**config.mk**
```make
export PLATFORM = sky130hd
export DESIGN_NAME = pdcs_ctl_status
export DESIGN_NICKNAME = d
export VERILOG_FILES = /design/src/logic/pdcs_ctl_status.v /design/src/logic/pdcs_w1c_flag.v /design/src/logic/pdcs_size_decode.v
export VERILOG_INCLUDE_DIRS = /design/src /design/src/include
export SDC_FILE = /design/constraint.sdc
export NUM_CORES = 1
export LEC_CHECK = 0
export BUFFER_PORTS_ARGS = -buffer_cell sky130_fd_sc_hd__buf_2
export CORE_UTILIZATION = 50
export CTS_CLUSTER_DIAMETER = 120
export CTS_CLUSTER_SIZE = 10
export DETAILED_ROUTE_END_ITERATION = 8
export PLACE_DENSITY = 0.88
export SETUP_SLACK_MARGIN = 0.15
export SLEW_MARGIN = 20
export SYNTH_ARGS = -nofsm -noshare
export SYNTH_HDL_FRONTEND = slang
export SYNTH_HIERARCHICAL = 1
export SYNTH_SLANG_ARGS = --single-unit
```
**constraint.sdc**
```tcl
create_clock -name MCLK_I -period 1.7 [get_ports MCLK_I]
set_input_delay 0.255 -clock MCLK_I [delete_from_list [all_inputs] [get_ports MCLK_I]]
set_output_delay 0.255 -clock MCLK_I [all_outputs]
set_load 0.01 [all_outputs]
```
**src/include/pdcs_defines.vh**
```
`ifndef PDCS_DEFINES_VH
`define PDCS_DEFINES_VH

// register location in configuration space (byte address)
`define PDCS_OFFSET 12'h0_0C8
`define PDCS_DWORD_ADDR 10'h0_32
`define PDCS_RESET 32'h0000_2000

// field positions
`define PDCS_PENDING 21
`define PDCS_AUX_DET 20
`define PDCS_UR_SEEN 19
`define PDCS_FATAL_SEEN 18
`define PDCS_NONFATAL_SEEN 17
`define PDCS_COR_SEEN 16
`define PDCS_CRS_EN 15
`define PDCS_RDREQ_HI 14
`define PDCS_RDREQ_LO 12
`define PDCS_AUXUSE_EN 10
`define PDCS_PAYLOAD_HI 7
`define PDCS_PAYLOAD_LO 5
`define PDCS_UR_EN 3
`define PDCS_FATAL_EN 2
`define PDCS_NONFATAL_EN 1
`define PDCS_COR_EN 0

// reset values of writable fields
`define PDCS_RDREQ_RST 3'h2
`define PDCS_PAYLOAD_RST 3'h0
// advertised payload capability: 000 means 128 bytes
`define PDCS_PAYLOAD_CAP 3'h0
// read request encodings above this are reserved
`define PDCS_RDREQ_MAX 3'h5
`define PDCS_ERR_CNT 4
// byte limits: smallest size, and the read limit for the reset encoding
`define PDCS_BYTES_MIN 13'h0080
`define PDCS_RDREQ_RST_BYTES 13'h0200

`endif

```
**src/logic/pdcs_ctl_status.v**
```verilog
`timescale 1ns/100ps
`include "pdcs_defines.vh"
// Overview of operation
// - bits 31:22 always read zero and ignore writes
// - bit 21 shows one while any non-posted request awaits completion
// - bit 20 reports detected auxiliary power; bridge works without it
// - bit 19 sets on unsupported request, clears on write of one
// - bit 18 sets on fatal error, clears on write of one
// - bit 17 sets on non-fatal error, clears on write of one
// - bit 16 sets on correctable error, clears on write of one
// - bit 15 enables retry status answers for configs below bridge
// - bits 14:12 cap read request size, reset to 512 bytes
// - bit 11 no-snoop enable is hardwired zero
// - bit 10 permits auxiliary power use beyond wake power
// - bit 9 phantom function enable is hardwired zero
// - bit 8 extended tag enable is hardwired zero
// - bits 7:5 payload setting, always transmitted as 128 bytes
// - bit 4 relaxed ordering enable is hardwired zero
// - bit 3 enables unsupported request reporting
// - bit 2 gates fatal error messages
// - bit 1 gates non-fatal error messages
// - bit 0 gates correctable error messages
// - payload capability advertised as 128 bytes bounds transmit, not the stored setting
module pdcs_ctl_status (
    // clock and reset
    input wire MCLK_I,
    input wire RSTN_I,
    // configuration access, dword address into config space
    input wire CFG_WR_I,
    input wire CFG_RD_I,
    input wire [9:0] CFG_ADDR_I,
    input wire [3:0] CFG_BE_I,
    input wire [31:0] CFG_WDATA_I,
    output reg [31:0] CFG_RDATA_O,
    output reg CFG_RVALID_O,
    // status sources
    input wire NP_PENDING_I,
    input wire AUX_DETECT_I,
    input wire UR_DETECT_I,
    input wire FATAL_DETECT_I,
    input wire NONFATAL_DETECT_I,
    input wire COR_DETECT_I,
    // controls to the bridge core
    output reg CRS_ENABLE_O,
    output reg AUX_USE_ENABLE_O,
    output reg [12:0] RDREQ_BYTES_O,
    output reg [12:0] PAYLOAD_BYTES_O,
    output reg UR_REPORT_O,
    output reg FATAL_REPORT_O,
    output reg NONFATAL_REPORT_O,
    output reg COR_REPORT_O
);

wire hit;
wire wr_hit;
wire [3:0] detect;
wire [3:0] flag;
wire [12:0] rdreq_bytes;
wire [12:0] payload_bytes;
wire [31:0] rd_word;
reg crs_en;
reg [2:0] rdreq;
reg auxuse_en;
reg [2:0] payload;
reg ur_en;
reg fatal_en;
reg nonfatal_en;
reg cor_en;
reg np_pending;
reg aux_det;

assign hit = (CFG_ADDR_I == `PDCS_DWORD_ADDR);
assign wr_hit = CFG_WR_I & hit;

// flag order: correctable, non-fatal, fatal, unsupported
assign detect = {UR_DETECT_I, FATAL_DETECT_I, NONFATAL_DETECT_I, COR_DETECT_I};

// the four sticky flags share byte 2; clear needs that byte enabled
genvar g;
generate
    for (g = 0; g < `PDCS_ERR_CNT; g = g + 1) begin : g_flag
        pdcs_w1c_flag u_flag (
            .clk_i(MCLK_I),
            .rst_n_i(RSTN_I),
            .set_i(detect[g]),
            .clr_i(wr_hit & CFG_BE_I[2] & CFG_WDATA_I[`PDCS_COR_SEEN + g]),
            .flag_o(flag[g])
        );
    end
endgenerate

// status inputs registered so the read word sees a stable copy
always @(posedge MCLK_I or negedge RSTN_I) begin
    if (!RSTN_I) begin
        np_pending <= 1'b0;
        aux_det <= 1'b0;
    end else begin
        np_pending <= NP_PENDING_I;
        aux_det <= AUX_DETECT_I;
    end
end

// writable controls, each byte lane guarded by its own enable
always @(posedge MCLK_I or negedge RSTN_I) begin
    if (!RSTN_I) begin
        crs_en <= 1'b0;
        rdreq <= `PDCS_RDREQ_RST;
        auxuse_en <= 1'b0;
        payload <= `PDCS_PAYLOAD_RST;
        ur_en <= 1'b0;
        fatal_en <= 1'b0;
        nonfatal_en <= 1'b0;
        cor_en <= 1'b0;
    end else if (wr_hit) begin
        if (CFG_BE_I[1]) begin
            crs_en <= CFG_WDATA_I[`PDCS_CRS_EN];
            rdreq <= CFG_WDATA_I[`PDCS_RDREQ_HI:`PDCS_RDREQ_LO];
            auxuse_en <= CFG_WDATA_I[`PDCS_AUXUSE_EN];
        end
        if (CFG_BE_I[0]) begin
            payload <= CFG_WDATA_I[`PDCS_PAYLOAD_HI:`PDCS_PAYLOAD_LO];
            ur_en <= CFG_WDATA_I[`PDCS_UR_EN];
            fatal_en <= CFG_WDATA_I[`PDCS_FATAL_EN];
            nonfatal_en <= CFG_WDATA_I[`PDCS_NONFATAL_EN];
            cor_en <= CFG_WDATA_I[`PDCS_COR_EN];
        end
    end
end

// byte limits for requester and transmitter
pdcs_size_decode u_size (
    .rdreq_i(rdreq),
    .payload_i(payload),
    .rdreq_bytes_o(rdreq_bytes),
    .payload_bytes_o(payload_bytes)
);

// assemble the word; hardwired bits are constant zeros
assign rd_word = {
    10'h000,
    np_pending,
    aux_det,
    flag[3], flag[2], flag[1], flag[0],
    crs_en,
    rdreq,
    1'b0,
    auxuse_en,
    1'b0,
    1'b0,
    payload,
    1'b0,
    ur_en,
    fatal_en,
    nonfatal_en,
    cor_en
};

// read answer one cycle after the request; other addresses read zero
always @(posedge MCLK_I or negedge RSTN_I) begin
    if (!RSTN_I) begin
        CFG_RDATA_O <= 32'h0000_0000;
        CFG_RVALID_O <= 1'b0;
    end else begin
        CFG_RVALID_O <= CFG_RD_I;
        if (CFG_RD_I && hit) begin
            CFG_RDATA_O <= rd_word;
        end else begin
            CFG_RDATA_O <= 32'h0000_0000;
        end
    end
end

// control outputs registered; transmit payload stays at capability size
always @(posedge MCLK_I or negedge RSTN_I) begin
    if (!RSTN_I) begin
        CRS_ENABLE_O <= 1'b0;
        AUX_USE_ENABLE_O <= 1'b0;
        RDREQ_BYTES_O <= `PDCS_RDREQ_RST_BYTES;
        PAYLOAD_BYTES_O <= `PDCS_BYTES_MIN;
        UR_REPORT_O <= 1'b0;
        FATAL_REPORT_O <= 1'b0;
        NONFATAL_REPORT_O <= 1'b0;
        COR_REPORT_O <= 1'b0;
    end else begin
        CRS_ENABLE_O <= crs_en;
        AUX_USE_ENABLE_O <= auxuse_en;
        RDREQ_BYTES_O <= rdreq_bytes;
        PAYLOAD_BYTES_O <= payload_bytes;
        UR_REPORT_O <= ur_en;
        FATAL_REPORT_O <= fatal_en;
        NONFATAL_REPORT_O <= nonfatal_en;
        COR_REPORT_O <= cor_en;
    end
end

endmodule // pdcs_ctl_status

```
**src/logic/pdcs_w1c_flag.v**
```verilog
`timescale 1ns/100ps
// one sticky error flag, write-one-to-clear, set wins over clear
module pdcs_w1c_flag (
    // clock and reset
    input wire clk_i,
    input wire rst_n_i,
    // event and clear
    input wire set_i,
    input wire clr_i,
    // state
    output reg flag_o
);

// set has priority so a coinciding detection is never lost
always @(posedge clk_i or negedge rst_n_i) begin
    if (!rst_n_i) begin
        flag_o <= 1'b0;
    end else if (set_i) begin
        flag_o <= 1'b1;
    end else if (clr_i) begin
        flag_o <= 1'b0;
    end
end

endmodule // pdcs_w1c_flag

```
**src/logic/pdcs_size_decode.v**
```verilog
`timescale 1ns/100ps
`include "pdcs_defines.vh"
// turns size encodings into byte limits for the requester and transmitter logic
module pdcs_size_decode (
    // encodings
    input wire [2:0] rdreq_i,
    input wire [2:0] payload_i,
    // byte limits
    output reg [12:0] rdreq_bytes_o,
    output wire [12:0] payload_bytes_o
);

// every payload setting means 128 bytes on transmit
assign payload_bytes_o = `PDCS_BYTES_MIN;

// reserved encodings fall back to the smallest size, the safe choice
always @* begin
    if (rdreq_i > `PDCS_RDREQ_MAX) begin
        rdreq_bytes_o = `PDCS_BYTES_MIN;
    end else begin
        rdreq_bytes_o = `PDCS_BYTES_MIN << rdreq_i;
    end
end

endmodule // pdcs_size_decode

```
==> metrics.md <==
| Metric | Value |
|---|---|
| Worst r2r dst | RDREQ_BYTES_O[9] |
| Reg2reg path depth | 1 |
| Fill cell count | 391 |
| CP delay by family, top | flip-flops |
| Crit Path Class | reg2out |
| Synth top area cells | dfrtp_1, buf_4, and2_1 |
| Worst r2r src | rdreq[1] |
| DR WL/cell | 11.4 um |
| Most area-hungry cell type in the Yosys netlist | dfrtp_1 |
| Cell Chain, Critical Path | buf_2 |
| Unique masters post-synth | 19 |
| Area added between synthesis and finish | 26.4% |
| WP depth | 1 |
| Area of the die | 5260 um2 |
| Top cell type's share of synthesized area | 66.5% |
| # resized after CTS | 0 |
| Starting density of the core | 52.3% |
| Hold Path Sink | aux_det |
| Clk pin slew, worst setup/hold paths | 80 ps |
| Tot Pwr | 3.39 mW |
| Setup TNS Final | 0 ps |
| WHS | 26.6 ps |
| Fmax | 0.817 GHz |
| Sequential share of the synthesized area | 69.6% |
| Vias in the first global route | 1314 |
| #FFs+latches synth | 69 |
| Ys flop type | dfrtp_1 |
| Max Slew Vio Count | 0 |
| Grt ovf | 0 |
| Final setup vio count | 0 |
| Ant. Diodes | 0 |
| Leakage | 1.73 nW |
| HPWL Detailed | 2.76 mm |
| Ports | 121 |
| Nature of the critical path endpoint | output pin |
| Worst-case clock buffer depth | 2 |
| Power per cell area | 1080 nW/um2 |
| Critical-path maximum fanout | 1 |
| # DRC | 0 |
| Avg Cell Area, Syn | 14.9 um2 |
| Clk_lat worst skew | 330 ps |
| Total GRT Usage | 15.7% |
| Final non-filler cell total | 338 |
| WP buf/inv | 1 |
| Die Y | 72.5 um |
| First-pass GRT wire length | 5.96 mm |
| Minimum clock period | 1220 ps |
| Drt pass-1 iters | 4 |
| Core Area | 4750 um2 |
| Startpoint Class | register |
| Max incr delay on CP | 530 ps |
| Placed insts | 321 |
| Class of the worst hold path | in2reg |
| Synth Instances | 167 |
| Placer Congestion | 0.641 |
| Layout Skew | 8.17 ps |
| Worst path required time | 1440 ps |
| Max Cap Viol | 0 |
| Vias | 1408 |
| 1st-iter DRT viols | 97 |
| Nets | 322 |
| Largest net degree at the start of global routing | 70 |
| Row count | 25 |
| Mapped cell area | 2480 um2 |
| CTS root buf | clkbuf_8 |
| Worst hold stages | 1 |
| Hold Startpoint | AUX_DETECT_I |
| H-tree lvl count | 3 |
| Peak VDD IR | 0.000914 V |
| Port-buffer cells | 89 |
| Final ANT Viol Nets | 0 |
| RSZ-0062 raised after global routing | false |
| YS warnings | 6 |
| Final hold vios | 0 |
| Total wire length | 3.84 mm |
| Number of flops mapped to enable cells by yosys | 0 |
| Commonest non-fill, non-tap cells in the layout | buf_2, dfrtp_1, conb_1, and2_1, mux2_2 |
| Reg2Reg Setup Slack | 770 ps |
| Most common cell after layout, fill and taps aside | buf_2 |
| Layout Utilization | 66.1% |
| Initial antenna violation count | 0 |
| Worst path slowest cell | dfstp_2 |
| Clk sinks | 69 |
| FFs w/ async S/R, synth | 100% |
| Vias/cell | 4.17 |
| Final worst-path cycle share | 72.0% |
| Layout cells sized above 1 | 47.2% |
| TritonCTS Buffers | 9 |
| WP data arrival | 970 ps |
| Die Width | 72.5 um |
| Status | finished, final reports clean |
| CTS tree | yes |
==> cell type report <==
class	instances	area, um2	area share, %
sequential	69	1730	55.1
multi-input combinational	89	582	18.5
timing repair buffer	93	490	15.6
clock buffer	10	128	4.06
clock inverter	6	111	3.55
tap	67	83.8	2.67
inverter	4	15.0	0.478
==> registers in the layout (all words and copies together), names as in the netlist, 3 cells and up <==
signal and flops:
g_flag.u_flag/flag_o 4, CFG_RDATA_O 18, payload 3, rdreq 3
PAYLOAD_BYTES_O 13, RDREQ_BYTES_O 13
==> synth_stat cells (all sizes together) (2+ instances only) <==
cell type  instances
inv                4
nor3b              3
a21o               5
mux2              12
and4               2
dfstp              3
and3b              2
conb               3
buf               36
nand4              2
and2              25
dfrtp             66
==> kinds of logic (layout without fill, tap and decap cells) <==
logic type             count (synthesis)  in the layout  share of synthesized area, %
flip-flops                            69             69                          69.6
buffers and inverters                 40            113                          11.6
AND/OR/NAND/NOR                       38             38                          11.3
multiplexers                          12             12                          5.44
AO/OA/AOI/OAI                          5              5                          1.51
other                                  3             34                         0.453
==> how the worst max path moves through the flow <==
stage                     startpoint          endpoint  slack, ps
floorplan              CFG_ADDR_I[0]         auxuse_en        450
global placement       CFG_ADDR_I[0]          rdreq[0]        180
detailed placement     CFG_ADDR_I[0]            crs_en        150
CTS                 RDREQ_BYTES_O[9]  RDREQ_BYTES_O[9]        450
global route           CFG_ADDR_I[0]            crs_en        400
finish              RDREQ_BYTES_O[9]  RDREQ_BYTES_O[9]        480
==> where the power goes <==
part / internal (mW) / total (mW) / switching (mW)
sequential: 1.67 / 1.68 / 0.00825
combinational: 0.0633 / 0.154 / 0.0904
clock: 0.975 / 1.55 / 0.578
==> timing repair <==
action                                  4_1_cts  5_1_grt
hold buffers                                  1        0
endpoints found under the setup margin        0        0
buffers inserted                              0        0
endpoints found under the hold margin        66        0
==> layer usage <==
metal	GRT usage (%)	part of all wire [%]
met1	17.3	37
met2	27.3	56
met3	3.89	4.7
met4	9.59	1.9
met5	0	0
==> stage by stage <==
| step | setup WS (ps) | cell area (um2) |
|---|---|---|
| after CTS | 448 | 3140 |
| after global routing | 405 | 3140 |
| after detailed placement | 149 | 2890 |
| final | 476 | 3140 |
| after floorplan | 452 | 2600 |
| after global placement | 177 | 2890 |
Power figures use the tool's default switching activity.
